==> src/logic/adcc_pkg.sv <==
// Shared constants for the converter control block
// Contract
// - Continuous mode converts repeatedly, overwriting the result pair whether read or not; code drops new results after an interlocked high read.
// - Continuous bit set keeps converting; clear means one conversion per start.
// - Flag sets at every conversion end; cleared by control writes or low-byte read.
// - With interrupt enabled the flag reads 0 and an interrupt request is raised.
// - Pending interrupt request drops on result read or status/control write.
// - Status/control write aborts any conversion and starts anew with new settings.
// - Reset clears flag, interrupt enable and continuous bit.
// - Two justification bits in the clock control register select four result formats.
// - Left format: eight top bits in high byte, two low bits atop low byte.
// - Interlocked formats drop new results until the low byte follows a high read.
// - Right format: two top bits low in high byte, eight low bits in low byte.
// - Signed left format is left format with result bit 9 inverted.
// - In wait mode conversions and their interrupt carry on normally.
// - Stop mode aborts conversion and idles; conversions resume after stop ends.
// - Decode 5-bit channel: 0-5 pins, 6 bandgap, 29 high, 30 low, 31 off.
// - Reserved channel codes 7 to 28 give undefined results.
// - A conversion takes 16 to 17 converter clock cycles including start alignment.
// - Justification codes 00 trunc, 01 right, 10 left, 11 signed; reset right.
// - Converter clock is bus or crystal clock divided by 1,2,4,8,16; reset crystal.
// - High-byte read freezes the low byte until the low byte is read; code freezes only in interlocked formats, not trunc.
package adcc_pkg;
  localparam int          RES_W       = 10;
  localparam int          ADDR_W      = 12;
  // Register indices; byte address is four times the index
  localparam logic [7:0]  IDX_SC      = 8'h3C;
  localparam logic [7:0]  IDX_HIGH    = 8'h3D;
  localparam logic [7:0]  IDX_LOW     = 8'h3E;
  localparam logic [7:0]  IDX_CLK     = 8'h3F;
  // Status/control fields
  localparam int          SC_FLAG     = 7;
  localparam int          SC_IEN      = 6;
  localparam int          SC_CONT     = 5;
  localparam logic [4:0]  CHAN_RESET  = 5'h1F;
  localparam logic [4:0]  CHAN_OFF    = 5'h1F;
  localparam logic [4:0]  CHAN_BGAP   = 5'h06;
  localparam logic [4:0]  CHAN_REFERENCE_HIGH_INPUT  = 5'h1D;
  localparam logic [4:0]  CHAN_REFERENCE_LOW_INPUT  = 5'h1E;
  // Clock control fields
  localparam int          CK_DIV_LSB  = 5;
  localparam int          CK_SRC      = 4;
  localparam int          CK_MODE_LSB = 2;
  localparam logic [2:0]  DIV_RESET   = 3'h0;
  localparam logic        SRC_RESET   = 1'b0;
  localparam logic [1:0]  MODE_TRUNC  = 2'h0;
  localparam logic [1:0]  MODE_RIGHT  = 2'h1;
  localparam logic [1:0]  MODE_LEFT   = 2'h2;
  localparam logic [1:0]  MODE_SIGNED = 2'h3;
  // Index of the last conversion step, counted in converter clocks after the aligning tick
  localparam logic [3:0]  CONV_LAST   = 4'hF;
  localparam logic [1:0]  RESP_OKAY   = 2'h0;
  localparam logic [1:0]  RESP_SLVERR = 2'h2;
endpackage : adcc_pkg

==> src/logic/adcc_conv_if.sv <==
// Control-to-converter-core signal bundle
`timescale 1ns/1ns
interface adcc_conv_if;
  logic       start;
  logic       abort;
  logic       tick;
  logic       cmp_above;
  logic       done;
  logic       busy;
  logic [9:0] result;
  logic [9:0] dac_code;
  modport ctrl (output start, abort, tick, cmp_above, input done, busy, result, dac_code);
  modport core (input start, abort, tick, cmp_above, output done, busy, result, dac_code);
endinterface : adcc_conv_if

==> src/logic/adcc_top.sv <==
// Converter control top: AXI4-Lite registers, flags, formatting, sequencing
//
// Chosen here: the AXI4-Lite slave port and the address map.
`timescale 1ns/1ns
module adcc_top #(
  parameter int ADDR_W = adcc_pkg::ADDR_W
) (
  input  wire logic              aclk,                 // 250 MHz bus clock
  input  wire logic              aresetn,              // Sync reset, active low
  input  wire logic [ADDR_W-1:0] s_axi_awaddr,         // Write address
  input  wire logic              s_axi_awvalid,        // Write address valid
  output logic                   s_axi_awready,        // Write address ready
  input  wire logic [31:0]       s_axi_wdata,          // Write data
  input  wire logic [3:0]        s_axi_wstrb,          // Write strobes
  input  wire logic              s_axi_wvalid,         // Write data valid
  output logic                   s_axi_wready,         // Write data ready
  output logic [1:0]             s_axi_bresp,          // Write response
  output logic                   s_axi_bvalid,         // Write response valid
  input  wire logic              s_axi_bready,         // Write response ready
  input  wire logic [ADDR_W-1:0] s_axi_araddr,         // Read address
  input  wire logic              s_axi_arvalid,        // Read address valid
  output logic                   s_axi_arready,        // Read address ready
  output logic [31:0]            s_axi_rdata,          // Read data
  output logic [1:0]             s_axi_rresp,          // Read response
  output logic                   s_axi_rvalid,         // Read data valid
  input  wire logic              s_axi_rready,         // Read data ready
  input  wire logic              crystal_clock,        // Crystal clock pin
  input  wire logic              stop_mode,            // Processor in stop mode
  input  wire logic              cmp_above,            // Comparator: input above DAC
  output logic [9:0]             dac_code,             // Trial code to the DAC
  output logic [4:0]             channel_select,       // Analog mux code
  output logic                   converter_power_down, // Analog power off
  output logic                   conversion_irq        // Interrupt request, high
);
  adcc_conv_if cv ();

  logic              aw_full_reg;
  logic              w_full_reg;
  logic [ADDR_W-1:0] awaddr_reg;
  logic [7:0]        wdata_reg;
  logic              wlane_reg;
  logic              cmp_meta;
  logic              cmp_sync;
  logic              flag_reg;
  logic              ien_reg;
  logic              cont_reg;
  logic [4:0]        chan_reg;
  logic [2:0]        div_reg;
  logic              src_reg;
  logic [1:0]        mode_reg;
  logic [7:0]        high_reg;
  logic [7:0]        low_reg;
  logic              lock_reg;
  logic              irq_reg;
  logic              stop_prev_reg;
  logic              resume_reg;
  logic              pd_reg;

  // Register index from a byte address
  function automatic logic [7:0] reg_index(input logic [ADDR_W-1:0] addr);
    return addr[9:2];
  endfunction : reg_index

  // Index maps to one of the four registers
  function automatic logic is_mapped(input logic [7:0] idx);
    return (idx == adcc_pkg::IDX_SC) || (idx == adcc_pkg::IDX_HIGH) ||
           (idx == adcc_pkg::IDX_LOW) || (idx == adcc_pkg::IDX_CLK);
  endfunction : is_mapped

  // Result to {high, low} byte pair by justification mode
  function automatic logic [15:0] fmt(input logic [1:0] mode, input logic [9:0] r);
    unique case (mode)
      adcc_pkg::MODE_TRUNC:  return {8'h00, r[9:2]};
      adcc_pkg::MODE_RIGHT:  return {6'h00, r[9:8], r[7:0]};
      adcc_pkg::MODE_LEFT:   return {r[9:2], r[1:0], 6'h00};
      adcc_pkg::MODE_SIGNED: return {~r[9], r[8:2], r[1:0], 6'h00};
    endcase
  endfunction : fmt

  // Write path decode
  wire       aw_hs     = s_axi_awvalid & s_axi_awready;
  wire       w_hs      = s_axi_wvalid & s_axi_wready;
  wire       wr_do     = aw_full_reg & w_full_reg & ~s_axi_bvalid;
  wire [7:0] wr_idx    = reg_index(awaddr_reg);
  wire       wr_en     = wr_do & wlane_reg;
  wire       wr_sc     = wr_en & (wr_idx == adcc_pkg::IDX_SC);
  wire       wr_clk    = wr_en & (wr_idx == adcc_pkg::IDX_CLK);

  // Read path decode; side effects happen when the address is taken
  wire       ar_hs     = s_axi_arvalid & s_axi_arready;
  wire [7:0] rd_idx    = reg_index(s_axi_araddr);
  wire       rd_high   = ar_hs & (rd_idx == adcc_pkg::IDX_HIGH);
  wire       rd_low    = ar_hs & (rd_idx == adcc_pkg::IDX_LOW);
  wire       interlock = (mode_reg != adcc_pkg::MODE_TRUNC);

  // Read value; flag masked while interrupts enabled
  wire       flag_rd   = flag_reg & ~ien_reg;
  wire [7:0] sc_rd     = {flag_rd, ien_reg, cont_reg, chan_reg};
  wire [7:0] clk_rd    = {div_reg, src_reg, mode_reg, 2'b00};
  wire [7:0] rd_byte   = (rd_idx == adcc_pkg::IDX_SC)   ? sc_rd    :
                         (rd_idx == adcc_pkg::IDX_HIGH) ? high_reg :
                         (rd_idx == adcc_pkg::IDX_LOW)  ? low_reg  :
                         (rd_idx == adcc_pkg::IDX_CLK)  ? clk_rd   : 8'h00;

  // Newly written settings decide the restarted conversion
  wire [4:0] chan_new  = wr_sc ? wdata_reg[4:0] : chan_reg;
  wire       cont_new  = wr_sc ? wdata_reg[adcc_pkg::SC_CONT] : cont_reg;
  wire       chan_on   = (chan_new != adcc_pkg::CHAN_OFF);
  wire       stop_exit = stop_prev_reg & ~stop_mode;
  wire       stop_ent  = stop_mode & ~stop_prev_reg;

  // Result storage allowed unless interlocked and high byte read with low byte pending
  wire       store_ok  = ~interlock | (~lock_reg & ~rd_high);
  wire [15:0] fmt_res  = fmt(mode_reg, cv.result);

  // Conversion start and abort sources
  assign cv.start = ~stop_mode & chan_on &
                    (wr_sc |
                     (stop_exit & (resume_reg | cont_new)) |
                     (cv.done & cont_new));
  assign cv.abort = wr_sc | stop_mode;
  assign cv.cmp_above = cmp_sync;

  adcc_clkdiv u_clkdiv (
    .aclk          (aclk),
    .aresetn       (aresetn),
    .crystal_clock (crystal_clock),
    .src_bus       (src_reg),
    .prescale      (div_reg),
    .tick          (cv.tick)
  );

  adcc_sar u_sar (
    .aclk    (aclk),
    .aresetn (aresetn),
    .cv      (cv.core)
  );

  // Comparator is asynchronous to the bus clock
  always_ff @(posedge aclk) begin
    if (!aresetn) begin
      cmp_meta <= 1'b0;
      cmp_sync <= 1'b0;
    end else begin
      cmp_meta <= cmp_above;
      cmp_sync <= cmp_meta;
    end
  end

  // AXI write channel capture; address and data in either order
  always_ff @(posedge aclk) begin
    if (!aresetn) begin
      aw_full_reg   <= 1'b0;
      w_full_reg    <= 1'b0;
      awaddr_reg    <= '0;
      wdata_reg     <= 8'h00;
      wlane_reg     <= 1'b0;
      s_axi_awready <= 1'b1;
      s_axi_wready  <= 1'b1;
      s_axi_bvalid  <= 1'b0;
      s_axi_bresp   <= adcc_pkg::RESP_OKAY;
    end else begin
      if (aw_hs) begin
        aw_full_reg   <= 1'b1;
        awaddr_reg    <= s_axi_awaddr;
        s_axi_awready <= 1'b0;
      end
      if (w_hs) begin
        w_full_reg   <= 1'b1;
        wdata_reg    <= s_axi_wdata[7:0];
        wlane_reg    <= s_axi_wstrb[0];
        s_axi_wready <= 1'b0;
      end
      if (wr_do) begin
        aw_full_reg  <= 1'b0;
        w_full_reg   <= 1'b0;
        s_axi_bvalid <= 1'b1;
        s_axi_bresp  <= is_mapped(wr_idx) ? adcc_pkg::RESP_OKAY : adcc_pkg::RESP_SLVERR;
      end else if (s_axi_bvalid && s_axi_bready) begin
        s_axi_bvalid  <= 1'b0;
        s_axi_awready <= 1'b1;
        s_axi_wready  <= 1'b1;
      end
    end
  end

  // AXI read channel; one outstanding read, answer next cycle
  always_ff @(posedge aclk) begin
    if (!aresetn) begin
      s_axi_arready <= 1'b1;
      s_axi_rvalid  <= 1'b0;
      s_axi_rdata   <= 32'h0000_0000;
      s_axi_rresp   <= adcc_pkg::RESP_OKAY;
    end else if (ar_hs) begin
      s_axi_arready <= 1'b0;
      s_axi_rvalid  <= 1'b1;
      s_axi_rdata   <= {24'h00_0000, rd_byte};
      s_axi_rresp   <= is_mapped(rd_idx) ? adcc_pkg::RESP_OKAY : adcc_pkg::RESP_SLVERR;
    end else if (s_axi_rvalid && s_axi_rready) begin
      s_axi_rvalid  <= 1'b0;
      s_axi_arready <= 1'b1;
    end
  end

  // Control registers
  always_ff @(posedge aclk) begin
    if (!aresetn) begin
      ien_reg  <= 1'b0;
      cont_reg <= 1'b0;
      chan_reg <= adcc_pkg::CHAN_RESET;
      div_reg  <= adcc_pkg::DIV_RESET;
      src_reg  <= adcc_pkg::SRC_RESET;
      mode_reg <= adcc_pkg::MODE_RIGHT;
    end else begin
      if (wr_sc) begin
        ien_reg  <= wdata_reg[adcc_pkg::SC_IEN];
        cont_reg <= wdata_reg[adcc_pkg::SC_CONT];
        chan_reg <= wdata_reg[4:0];
      end
      if (wr_clk) begin
        div_reg  <= wdata_reg[adcc_pkg::CK_DIV_LSB +: 3];
        src_reg  <= wdata_reg[adcc_pkg::CK_SRC];
        mode_reg <= wdata_reg[adcc_pkg::CK_MODE_LSB +: 2];
      end
    end
  end

  // Completion flag and interrupt; a new completion wins over a clear
  always_ff @(posedge aclk) begin
    if (!aresetn) begin
      flag_reg <= 1'b0;
      irq_reg  <= 1'b0;
    end else begin
      if (cv.done) begin
        flag_reg <= 1'b1;
      end else if (wr_sc || wr_clk || rd_low) begin
        flag_reg <= 1'b0;
      end
      if (cv.done && ien_reg) begin
        irq_reg <= 1'b1;
      end else if (wr_sc || rd_high || rd_low) begin
        irq_reg <= 1'b0;
      end
    end
  end

  // Result pair and high/low interlock
  always_ff @(posedge aclk) begin
    if (!aresetn) begin
      high_reg <= 8'h00;
      low_reg  <= 8'h00;
      lock_reg <= 1'b0;
    end else begin
      if (cv.done && store_ok) begin
        high_reg <= fmt_res[15:8];
        low_reg  <= fmt_res[7:0];
      end
      if (rd_low) begin
        lock_reg <= 1'b0;
      end else if (rd_high && interlock) begin
        lock_reg <= 1'b1;
      end
    end
  end

  // Stop tracking, resume after stop, pin-side outputs
  always_ff @(posedge aclk) begin
    if (!aresetn) begin
      stop_prev_reg <= 1'b0;
      resume_reg    <= 1'b0;
      pd_reg        <= 1'b1;
    end else begin
      stop_prev_reg <= stop_mode;
      if (stop_ent) begin
        resume_reg <= cv.busy;
      end else if (stop_exit || wr_sc) begin
        resume_reg <= 1'b0;
      end
      pd_reg <= stop_mode | (chan_reg == adcc_pkg::CHAN_OFF);
    end
  end

  // Wait mode needs no logic: conversions simply continue
  assign dac_code             = cv.dac_code;
  assign channel_select       = chan_reg;
  assign converter_power_down = pd_reg;
  assign conversion_irq       = irq_reg;
endmodule : adcc_top

==> src/logic/adcc_clkdiv.sv <==
// Converter clock enable: source select and power-of-two prescaler
`timescale 1ns/1ns
module adcc_clkdiv (
  input  wire logic       aclk,          // Bus clock
  input  wire logic       aresetn,       // Sync reset, active low
  input  wire logic       crystal_clock, // Asynchronous crystal clock pin
  input  wire logic       src_bus,       // 1 bus clock, 0 crystal
  input  wire logic [2:0] prescale,      // Divide select
  output logic            tick           // One-cycle converter clock enable
);
  logic       xtal_meta;
  logic       xtal_sync;
  logic       xtal_prev;
  logic [3:0] cnt_reg;
  logic       src_pulse;
  logic [3:0] limit;

  // Divide ratio minus one; top bit set means sixteen
  function automatic logic [3:0] div_limit(input logic [2:0] sel);
    if (sel[2]) begin
      return 4'hF;
    end
    return 4'((5'h01 << sel) - 5'h01);
  endfunction : div_limit

  assign limit     = div_limit(prescale);
  assign src_pulse = src_bus ? 1'b1 : (xtal_sync & ~xtal_prev);

  // Crystal edge through two flops; edge seen only after the second
  always_ff @(posedge aclk) begin
    if (!aresetn) begin
      xtal_meta <= 1'b0;
      xtal_sync <= 1'b0;
      xtal_prev <= 1'b0;
    end else begin
      xtal_meta <= crystal_clock;
      xtal_sync <= xtal_meta;
      xtal_prev <= xtal_sync;
    end
  end

  // Free counter; masked compare avoids a reload when the ratio changes
  always_ff @(posedge aclk) begin
    if (!aresetn) begin
      cnt_reg <= 4'h0;
      tick    <= 1'b0;
    end else begin
      tick <= src_pulse && ((cnt_reg & limit) == limit);
      if (src_pulse) begin
        cnt_reg <= cnt_reg + 4'h1;
      end
    end
  end
endmodule : adcc_clkdiv

==> src/logic/adcc_sar.sv <==
// Successive approximation sequencer driven by converter clock ticks
`timescale 1ns/1ns
module adcc_sar (
  input  wire logic aclk,    // Bus clock
  input  wire logic aresetn, // Sync reset, active low
  adcc_conv_if.core cv       // Control bundle
);
  typedef enum logic [1:0] {S_IDLE, S_ALIGN, S_CONV} adcc_sar_state_t;
  adcc_sar_state_t state_reg;
  logic [3:0]      step_reg;
  logic [9:0]      trial_reg;
  logic [3:0]      bit_idx;

  assign bit_idx     = 4'd9 - step_reg;
  assign cv.busy     = (state_reg != S_IDLE);
  assign cv.dac_code = trial_reg;
  assign cv.result   = trial_reg;

  // Start waits for a tick, then sixteen ticks: 16 to 17 clocks in all
  always_ff @(posedge aclk) begin
    if (!aresetn) begin
      state_reg <= S_IDLE;
      step_reg  <= 4'h0;
      trial_reg <= 10'h000;
      cv.done   <= 1'b0;
    end else begin
      cv.done <= 1'b0;
      if (cv.start) begin
        state_reg <= S_ALIGN;
      end else if (cv.abort) begin
        state_reg <= S_IDLE;
      end else if (cv.tick) begin
        unique case (state_reg)
          S_IDLE: begin
          end
          S_ALIGN: begin
            state_reg <= S_CONV;
            step_reg  <= 4'h0;
            trial_reg <= 10'h200;
          end
          S_CONV: begin
            step_reg <= step_reg + 4'h1;
            if (step_reg < 4'd10) begin
              trial_reg[bit_idx] <= cv.cmp_above;
              if (step_reg != 4'd9) begin
                trial_reg[bit_idx - 4'd1] <= 1'b1;
              end
            end
            if (step_reg == adcc_pkg::CONV_LAST) begin
              cv.done   <= 1'b1;
              state_reg <= S_IDLE;
            end
          end
        endcase
      end
    end
  end
endmodule : adcc_sar

==> config.mk <==
export PLATFORM = sky130hd
export DESIGN_NAME = adcc_top
export DESIGN_NICKNAME = d
export VERILOG_FILES = /design/src/logic/adcc_pkg.sv /design/src/logic/adcc_conv_if.sv /design/src/logic/adcc_top.sv /design/src/logic/adcc_clkdiv.sv /design/src/logic/adcc_sar.sv
export SDC_FILE = /design/constraint.sdc
export NUM_CORES = 1
export LEC_CHECK = 0
export ABC_AREA = 1
export BUFFER_PORTS_ARGS = -buffer_cell sky130_fd_sc_hd__buf_2
export CORE_ASPECT_RATIO = 2
export CORE_MARGIN = 2
export CORE_UTILIZATION = 53
export DETAILED_ROUTE_END_ITERATION = 16
export PLACE_DENSITY_LB_ADDON = 0.12
export SYNTH_ARGS = -nofsm -noshare
export SYNTH_HDL_FRONTEND = slang
export SYNTH_SLANG_ARGS = --single-unit
==> constraint.sdc <==
create_clock -name aclk -period 2.3 [get_ports aclk]
set_input_delay 0.23 -clock aclk [delete_from_list [all_inputs] [get_ports aclk]]
set_output_delay 0.23 -clock aclk [all_outputs]
set_load 0.03 [all_outputs]
==> results of run 1 <==
## final timing paths
kind / depth (start not counted) / startpoint / slack, ns / end
setup / recovery: 12 / u_sar.step_reg[1] / 0.23 / u_sar.cv.dac_code[7]
hold / removal: 3 / crystal_clock / 0.07 / u_clkdiv.xtal_meta
setup reg to reg: 12 / u_sar.step_reg[1] / 0.23 / u_sar.cv.dac_code[7]
hold reg to reg: 2 / u_clkdiv.xtal_meta / 0.42 / u_clkdiv.xtal_sync
## layout by cell type, fill, tap and decap left out, drive strengths merged, types with 4 or more instances in the layout
cell,n
a21oi,45
a221oi,7
buf,79
clkbuf,13
conb,26
dfxtp,96
ha,13
inv,71
nand2,142
nand3,26
nand4,20
nor2,86
nor3,6
o2111ai,4
o21ai,63
o31ai,10
## cell type report
type,count,area (sq um),area share
timing repair buffer,79,428,0.0788
sequential,96,1920,0.354
clock inverter,3,65.1,0.0120
clock buffer,13,250,0.0461
tap,102,128,0.0235
inverter,72,270,0.0498
multi-input combinational,470,2360,0.435
## worst reg2reg max path, stage by stage, from the launching register on
cell	delay, ns
sky130_fd_sc_hd__dfxtp_2	0.38
sky130_fd_sc_hd__inv_1	0.14
sky130_fd_sc_hd__ha_1	0.25
sky130_fd_sc_hd__or2_1	0.21
sky130_fd_sc_hd__nand2_1	0.18
sky130_fd_sc_hd__o21ai_1	0.15
sky130_fd_sc_hd__nor2_1	0.27
sky130_fd_sc_hd__nand2_1	0.09
sky130_fd_sc_hd__nand2_1	0.09
sky130_fd_sc_hd__nand2_1	0.05
sky130_fd_sc_hd__nand4_1	0.08
sky130_fd_sc_hd__nand2_1	0.06
sky130_fd_sc_hd__nor2_1	0.07
## kinds of logic (layout without fill, tap and decap cells)
logic type               count (synthesis)  after routing  share of synthesized area
AO/OA/AOI/OAI                          143            143                      0.173
buffers and inverters                  122            167                      0.121
AND/OR/NAND/NOR                        286            286                      0.263
adder cells (fa/ha/maj)                 13             13                     0.0342
XOR/XNOR                                 2              2                    0.00368
other                                    1             26                   0.000787
flip-flops                              96             96                      0.404
## metrics by stage
step                      utilization  setup slack [ns]  std cells  area [sq um]  hold slack (ns)
after global routing            0.611            0.0190        835          5430           0.0695
final                           0.611             0.230        835          5430           0.0738
after detailed placement        0.574             0.135        819          5100            0.407
after CTS                       0.610             0.120        835          5420           0.0684
after global placement          0.574             0.176        819          5100            0.410
after floorplan                     -             0.451        688          4860            0.323
## synthesized netlist by cell type, types with 7 or more instances
cell type,number,area (sq um)
sky130_fd_sc_hd__clkbuf_1,18,67.6
sky130_fd_sc_hd__nand4_1,20,125
sky130_fd_sc_hd__o31ai_1,10,75.1
sky130_fd_sc_hd__o21ai_0,55,275
sky130_fd_sc_hd__nor2_1,83,312
sky130_fd_sc_hd__buf_4,27,203
sky130_fd_sc_hd__dfxtp_1,96,1920
sky130_fd_sc_hd__a21oi_1,45,225
sky130_fd_sc_hd__ha_1,13,163
sky130_fd_sc_hd__nand3_1,24,120
sky130_fd_sc_hd__nand2_1,138,518
sky130_fd_sc_hd__inv_1,64,240
sky130_fd_sc_hd__inv_2,7,26.3
sky130_fd_sc_hd__a221oi_1,7,61.3
## power breakdown
group          switching, mW  leakage, nW  internal (mW)
logic                  0.208         1.62         0.0771
registers             0.0339        0.782           1.71
clock network          0.604        0.154          0.982
total                  0.845         2.55           2.77
## per-layer routing
metal / wire length (microns) / share of wire / track usage / vias up
met2: 7180 / 0.57 / 0.489 / 116
met4: 495 / 0.039 / 0.145 / 0
met1: 4420 / 0.35 / 0.243 / 2050
met3: 442 / 0.035 / 0.0408 / 34
met5: 0 / 0 / 0 / -
li1: - / - / - / 2263
==> results.txt, run 1 <==
----------------------------------------------------
[Job]
  Number of max-capacitance violations reported ... 0

[Hold path]
  Hold Crit Class ... input port to register

[Clock network]
  Postcts setup bufs ... 0
  Clock Sinks ... 96
  Number of levels in the clock H-tree ... 3
  Clock-pin slew of the registers on the worst-case setup and hold paths ... approximately 0.06 ns
  TritonCTS clock tree ... built
  Cell at the root of the clock tree ... sky130_fd_sc_hd__clkbuf_16
  Clock insertion delay at the later pin of the skew report ... 0.34 ns
  Maximum buffer depth of the clock tree ... 2
  TritonCTS Buffers ... 9
  Hold_buf cts ... 0
  Post-cts sizing count ... 0

[Route]
  Final routed wire length divided by cell count ... 15.0 microns
  Wire length reported by the detailed router ... 12500 microns
  ANT nets after route ... 0
  DRT Pass-1 Iters ... 5
  Vias after detailed routing ... 4463
  Avg Vias per Cell ... between 5 and 6
  DRC viols ... 0
  Number of DRC violations after detailed-routing iteration 0 ... 206

[Layout]
  Number of flip-flops under the largest register name ... 10
  Number of filler instances in the final layout ... 878
  Net total in the final layout ... about 810
  Proportion of layout cells with a drive suffix above 1 ... 0.158
  Syn-to-layout area delta ... 14.0%
  Number of diodes added for antenna fixing ... 0

[Floorplanning]
  Overall die area ... 9810 sq um
  Boundary Pins ... 128
  Die X-Extent ... 71.0 microns
  Chip Height ... 138 microns
  Initial Util ... 0.536
  Area of the core ... 8890 sq um
  Cell Rows ... 49

[STA]
  Slew at the pin closest to its max-slew limit ... 0.639 ns
  Fin. max-slew vios ... 0
  Final period util ... 0.900
  Final hold violation count ... 0
  Aggregate negative setup slack ... 0 ns
  Unrepaired setup endpoints after global routing ... false
  Highest clock frequency the design can meet ... between 400 and 500 MHz
  Tightest slew margin relative to the limit ... 0.573
  Number of setup violations in the final report ... 0
  Largest clock skew in the final design ... 0.00712 ns
  Clock period minus final worst setup slack ... approximately 2.1 ns

[Power]
  Power density relative to cell area ... 666 nW/um^2
  Peak supply drop ... 373 uV
  Leakage component of the power ... 2.55 nW
  Total power ... ~3.6 mW

[Synthesis]
  Register area share after synthesis ... 0.404
  Synth cell types ... 46
  Number of standard cells after synthesis ... 663
  Predominant post-synthesis flop cell ... sky130_fd_sc_hd__dfxtp_1
  Number of warnings issued by yosys ... 0
  Syn_area_per_cell ... 7.18 sq um
  Synthesized flop and latch total ... 96
  EDFF count, synth ... 0
  Cell Area, Synth ... approximately 4800 sq um
  Async SR Flop Fraction ... 0

[Setup path]
  Max FO, Critical Path ... 7
  Capturing element type of the critical path ... register
  Startpoint types ... register
  Cell-by-cell listing of the critical path ... inv_1 > ha_1 > or2_1 > nand2_1 > o21ai_1 > nor2_1 > nand2_1 > nand2_1 > nand2_1 > nand4_1 > nand2_1 > nor2_1
  Cell occurring most often along the worst timing path ... sky130_fd_sc_hd__nand2_1
  Cell class contributing the biggest share of worst-path delay ... simple AND/OR/NAND/NOR gates
  Classification of the worst setup path ... register to register
  Worst Path Required ... about 2.6 ns
  Delay contributed by the slowest stage of the critical path ... 0.38 ns
  Critical path buffer and inverter count ... 1
  Cell with the largest stage delay on the worst path ... sky130_fd_sc_hd__dfxtp_2
  Signal arrival time at the worst endpoint ... 2.35 ns

[Global routing]
  First-pass GRT wire length ... roughly 20000 microns
  Vias in the first global route ... 4289
  All-Layer GR Usage ... 0.255
  Maximum number of pins on one net before global-route repair ... 30
  Global route total overflow ... 0
  Initial antenna violation count ... 0

[Placement]
  RD Place Congestion ... 0.864
  Post-detail-place hpwl ... approximately 9500 microns
  Number of port buffers ... 66

[Run status]
  Outcome ... complete, no violations

----------------------------------------------------
Note: power is estimated with default switching activity, not from simulation.
==> run 2: changes to the inputs <==
--- a/config.mk
+++ b/config.mk
@@ -11,5 +11,4 @@
 export CORE_MARGIN = 2
-export CORE_UTILIZATION = 53
+export CORE_UTILIZATION = 23
 export DETAILED_ROUTE_END_ITERATION = 16
-export PLACE_DENSITY_LB_ADDON = 0.12
 export SYNTH_ARGS = -nofsm -noshare
==> constraint.sdc (replaced) <==
create_clock -name aclk -period 2.3 [get_ports aclk]
set_input_delay 0.115 -clock aclk [delete_from_list [all_inputs] [get_ports aclk]]
set_output_delay 0.115 -clock aclk [all_outputs]
set_load 0.03 [all_outputs]
==> run 2 against run 1 <==
Clock power is 5% lower. Routed wire length is 9.7% higher. Maximum frequency is 1.3% higher. Via count is 1.0% higher. Final area is 4.5% higher. Critical path depth is 1 lower. Worst hold slack worse by 0.065 ns.
==> results.txt, run 2 (synthesis gave the netlist of run 1 again) <==
----------------------------------------------------
[Route]
  DRT Pass-1 Iters ... 4
  Vias after detailed routing ... 4509
  Avg Vias per Cell ... between 4 and 5
  Number of DRC violations after detailed-routing iteration 0 ... 199
  Final routed wire length divided by cell count ... 13.7 microns
  DRC viols ... 0
  ANT nets after route ... 0
  Wire length reported by the detailed router ... about 14000 microns

[Global routing]
  Initial antenna violation count ... 0
  Vias in the first global route ... 4416
  First-pass GRT wire length ... between 20000 and 25000 microns
  Global route total overflow ... 0
  All-Layer GR Usage ... 0.128
  Maximum number of pins on one net before global-route repair ... 34

[STA]
  Highest clock frequency the design can meet ... 489 MHz
  Largest clock skew in the final design ... 0.0118 ns
  Slew at the pin closest to its max-slew limit ... 0.643 ns
  Aggregate negative setup slack ... 0 ns
  Final period util ... 0.889
  Final hold violation count ... 0
  Clock period minus final worst setup slack ... between 2 and 2.5 ns
  Number of setup violations in the final report ... 0
  Fin. max-slew vios ... 0
  Unrepaired setup endpoints after global routing ... false
  Tightest slew margin relative to the limit ... 0.570

[Floorplanning]
  Cell Rows ... between 70 and 80
  Die X-Extent ... 106 microns
  Chip Height ... 207 microns
  Area of the core ... 20400 sq um
  Overall die area ... around 22000 sq um
  Boundary Pins ... 128
  Initial Util ... 0.234

[Setup path]
  Signal arrival time at the worst endpoint ... 2.28 ns
  Critical R2R Capture ... u_sar.cv.dac_code[4]
  Worst Path Required ... 2.53 ns
  Capturing element type of the critical path ... register
  Classification of the worst setup path ... register to register
  Number of cell instances on the worst register-to-register path ... 11
  CP Launch Point ... u_sar.step_reg[1]
  Flop2flop setup slack ... approximately 0.26 ns
  Critical register-to-register path startpoint ... u_sar.step_reg[1]
  Startpoint types ... register
  Max FO, Critical Path ... 8

[Hold path]
  Hold Crit Class ... input port to register
  Min-Delay Endpoint ... awaddr_reg[7]
  Startpoint of the tightest hold check path ... s_axi_awaddr[7]
  Hold Path Cell Cnt ... 3

[Layout]
  Number of diodes added for antenna fixing ... 0
  Syn-to-layout area delta ... 19.1%
  Number of flip-flops under the largest register name ... 10
  Most common cell after layout, fill and taps aside ... sky130_fd_sc_hd__nand2_1
  Net total in the final layout ... 818
  Number of filler instances in the final layout ... 2290
  Proportion of layout cells with a drive suffix above 1 ... 0.161
  Core occupancy in the finished layout ... 0.278
  Most frequent cells in the layout ... sky130_fd_sc_hd__nand2_1 (137), sky130_fd_sc_hd__dfxtp_1 (96), sky130_fd_sc_hd__nor2_1 (83)
  Design area ... 5670 sq um

[Clock network]
  TritonCTS Buffers ... 9
  TritonCTS clock tree ... built
  Number of levels in the clock H-tree ... 3
  Clock-pin slew of the registers on the worst-case setup and hold paths ... 0.07 ns
  Clock insertion delay at the later pin of the skew report ... 0.36 ns
  Cell at the root of the clock tree ... sky130_fd_sc_hd__clkbuf_16
  Clock Sinks ... 96
  Maximum buffer depth of the clock tree ... 2

[Power]
  Power density relative to cell area ... approximately 620 nW/um^2
  Peak supply drop ... 334 uV
  Total power ... 3.54 mW
  Leakage component of the power ... 2.57 nW

[Placement]
  Post-detail-place hpwl ... 10700 microns
  RD Place Congestion ... 0.862
  DP Area ... about 5300 sq um
  Number of port buffers ... 66

[Run status]
  Outcome ... complete, no violations

[Job]
  Number of max-capacitance violations reported ... 0

----------------------------------------------------
run 2: changes by cell type in the layout (fill, tap and decap cells not counted), moves of 2 or more:
cell,delta
sky130_fd_sc_hd__dlygate4sd3_1,+4
sky130_fd_sc_hd__buf_4,+3
sky130_fd_sc_hd__clkbuf_1,-3
sky130_fd_sc_hd__inv_6,+3
sky130_fd_sc_hd__bufinv_16,-2
sky130_fd_sc_hd__inv_8,+2
run 2: final cells by class:
| class | count | area (sq um) | share of cell area |
|---|---|---|---|
| clock inverters | 7 | 72.6 | 0.0128 |
| inverters | 72 | 270 | 0.0477 |
| clock buffers | 9 | 225 | 0.0397 |
| repair buffers | 86 | 490 | 0.0865 |
| flip-flops and latches | 96 | 1920 | 0.339 |
| well taps | 266 | 333 | 0.0587 |
| multi-input cells | 470 | 2360 | 0.416 |
run 2: worst max-delay path, cell delays in order (launching register included):
cell	delay, ns
sky130_fd_sc_hd__dfxtp_1	0.44
sky130_fd_sc_hd__inv_1	0.09
sky130_fd_sc_hd__ha_1	0.23
sky130_fd_sc_hd__or2_1	0.21
sky130_fd_sc_hd__nand2_1	0.17
sky130_fd_sc_hd__nand2_1	0.22
sky130_fd_sc_hd__o31ai_1	0.25
sky130_fd_sc_hd__nand2_1	0.08
sky130_fd_sc_hd__nand2_1	0.06
sky130_fd_sc_hd__nand4_1	0.08
sky130_fd_sc_hd__nand2_1	0.08
sky130_fd_sc_hd__nor2_1	0.03
run 2: repair_timing:
action	4_1_cts	5_1_grt
setup buffers	0	0
hold endpoints to repair	4	0
hold buffers	4	0
gates resized for setup	0	1
endpoints found under the setup margin	0	1
run 2: how the worst max path moves through the flow:
stage / endpoint / slack [ns]
after global routing: u_sar.cv.dac_code[5] / 0.03
after detailed placement: u_sar.cv.dac_code[4] / 0.28
final: u_sar.cv.dac_code[4] / 0.26
after global placement: u_sar.cv.dac_code[7] / 0.32
after floorplan: u_sar.cv.dac_code[3] / 0.45
after CTS: u_sar.cv.dac_code[4] / 0.28
run 2: per-layer routing:
metal / vias to the layer above / part of all wire / GRT usage
met5: - / 0 / 0
met4: 0 / 0.036 / 0.0721
met3: 27 / 0.043 / 0.0223
met2: 114 / 0.57 / 0.255
met1: 2082 / 0.35 / 0.118
li1: 2286 / - / -
run 2: power breakdown:
part	internal [mW]	total (mW)	switching, mW
clock	0.770	1.51	0.737
sequential	1.71	1.74	0.0344
combinational	0.0802	0.291	0.211
run 2: stage by stage:
step | cells | hold slack, ns | worst slack (ns)
finish | 1006 | 0.00923 | 0.256
global route | 1006 | 0.0349 | 0.0349
CTS | 1006 | 0.000492 | 0.276
detailed placement | 986 | 0.301 | 0.284
global placement | 986 | 0.303 | 0.322
floorplan | 688 | 0.208 | 0.451
==> run 3: changes to the inputs <==
Settings changed: PLACE_DENSITY set to 0.49.
==> run 3 against run 2 <==
Critical path depth rose by 2. Non-clock buffer count unchanged. Sequential power about the same. Sequential share of layout area about the same. Setup slack improved by 0.073 ns. Clock skew decreased by 0.0030 ns.
==> results.txt, run 3 (synthesis gave the netlist of run 1 again) <==
----------------------------------------------------
[STA]
  Slew at the pin closest to its max-slew limit ... 0.621 ns
  Highest clock frequency the design can meet ... ~510 MHz
  Largest clock skew in the final design ... 0.00872 ns
  Unrepaired setup endpoints after global routing ... false
  Clock period minus final worst setup slack ... ~2.0 ns
  Number of setup violations in the final report ... 0
  Aggregate negative setup slack ... 0 ns
  Fin. max-slew vios ... 0
  Worst hold slack across all endpoints ... about 0.0077 ns
  Tightest slew margin relative to the limit ... 0.584
  Final period util ... 0.857
  Final hold violation count ... 0

[Setup path]
  Critical register-to-register path startpoint ... awaddr_reg[9]
  Classification of the worst setup path ... register to register
  Worst Path Required ... 2.58 ns
  Signal arrival time at the worst endpoint ... 2.26 ns
  Capturing element type of the critical path ... register
  Max FO, Critical Path ... 12
  CP Launch Point ... awaddr_reg[9]
  Startpoint types ... register

[Route]
  DRT Pass-1 Iters ... 4
  DRC viols ... 0
  Wire length reported by the detailed router ... 14300 microns
  Vias after detailed routing ... 4432
  Avg Vias per Cell ... around 4.4
  Final routed wire length divided by cell count ... 14.3 microns
  ANT nets after route ... 0
  Number of DRC violations after detailed-routing iteration 0 ... 137

[Global routing]
  First-pass GRT wire length ... 22700 microns
  All-Layer GR Usage ... 0.134
  Global route total overflow ... 0
  Vias in the first global route ... 4355
  Initial antenna violation count ... 0
  Maximum number of pins on one net before global-route repair ... 34

[Floorplanning]
  Initial Util ... 0.234
  Overall die area ... 21900 sq um
  Area of the core ... 20400 sq um
  Cell Rows ... 74
  Die X-Extent ... 106 microns
  Chip Height ... a little over 200 microns
  Boundary Pins ... 128

[Layout]
  Number of filler instances in the final layout ... approximately 2300
  Number of flip-flops under the largest register name ... 10
  Most common cell after layout, fill and taps aside ... sky130_fd_sc_hd__nand2_1
  Net total in the final layout ... 818
  Most frequent cells in the layout ... sky130_fd_sc_hd__nand2_1 (138), sky130_fd_sc_hd__dfxtp_1 (96), sky130_fd_sc_hd__nor2_1 (83)
  Proportion of layout cells with a drive suffix above 1 ... 0.158
  Number of diodes added for antenna fixing ... 0
  Syn-to-layout area delta ... 19.2%
  Core occupancy in the finished layout ... 0.279
  Design area ... 5680 sq um

[Clock network]
  TritonCTS clock tree ... built
  Postcts setup bufs ... 0
  Clock Sinks ... 96
  Clock insertion delay at the later pin of the skew report ... 0.36 ns
  Maximum buffer depth of the clock tree ... 2
  Clock-pin slew of the registers on the worst-case setup and hold paths ... 0.07 ns
  Post-cts sizing count ... 0
  TritonCTS Buffers ... 9
  Number of levels in the clock H-tree ... 3
  Hold_buf cts ... 4
  Cell at the root of the clock tree ... sky130_fd_sc_hd__clkbuf_16

[Job]
  Number of max-capacitance violations reported ... 0

[Power]
  Total power ... 3.61 mW
  Peak supply drop ... 277 uV
  Leakage component of the power ... 2.57 nW
  Power density relative to cell area ... 636 nW/um^2

[Placement]
  RD Place Congestion ... just under 0.9
  Number of port buffers ... 66
  DP Area ... approximately 5300 sq um
  Post-detail-place hpwl ... approximately 11000 microns

[Run status]
  Outcome ... complete, no violations

[Hold path]
  Startpoint of the tightest hold check path ... s_axi_awaddr[7]
  Hold Crit Class ... input port to register

----------------------------------------------------
-- run 3: cell types whose count changed in the layout (fill, tap and decap cells not counted), sizes merged --
cell / change
inv: -3
clkbuf: +2
bufinv: +1
clkinv: -1
clkinvlp: +1
-- run 3: worst max-delay path, cell delays in order, from the launching register on --
cell and delay, ns:
sky130_fd_sc_hd__dfxtp_1 0.32, sky130_fd_sc_hd__nor2_1 0.11, sky130_fd_sc_hd__nand2_1 0.12, sky130_fd_sc_hd__nor2_4 0.18, sky130_fd_sc_hd__nand2_4 0.14, sky130_fd_sc_hd__nand2_1 0.08
sky130_fd_sc_hd__o21ai_1 0.08, sky130_fd_sc_hd__nor2_1 0.11, sky130_fd_sc_hd__nand2_1 0.10, sky130_fd_sc_hd__nand3_4 0.12, sky130_fd_sc_hd__nand3_2 0.25, sky130_fd_sc_hd__nand2_1 0.13
sky130_fd_sc_hd__nand2_1 0.05, sky130_fd_sc_hd__nor2_1 0.10
-- run 3: cell type report --
cell class                 instances  area [sq um]  area share
multi-input combinational        470          2360       0.415
sequential                        96          1920       0.339
timing repair buffer              86           490      0.0864
tap                              266           333      0.0586
inverter                          72           270      0.0476
clock buffer                      11           243      0.0428
clock inverter                     5          62.6      0.0110
-- run 3: per-layer routing --
metal	GRT usage	vias to the layer above	share of wire
met5	0	-	0
met4	0.0603	0	0.025
met3	0.0160	19	0.033
met2	0.275	100	0.59
met1	0.128	2034	0.35
li1	-	2279	-
-- run 3: path summary, 6_finish.rpt --
path / to / slack [ns] / depth (start not counted)
max: u_sar.cv.dac_code[5] / 0.33 / 13
min: awaddr_reg[7] / 0.008 / 3
max reg2reg: u_sar.cv.dac_code[5] / 0.33 / 13
min reg2reg: u_clkdiv.xtal_sync / 0.42 / 2
-- run 3: per-stage QoR --
step | cells | setup slack [ns]
after floorplan | 688 | 0.451
after global placement | 986 | 0.359
after detailed placement | 986 | 0.338
after CTS | 1006 | 0.313
after global routing | 1006 | 0.0407
final | 1006 | 0.329
-- run 3: power breakdown --
group,switching (mW),internal [mW]
Sequential,0.0335,1.71
Clock,0.691,0.882
Combinational,0.216,0.0801
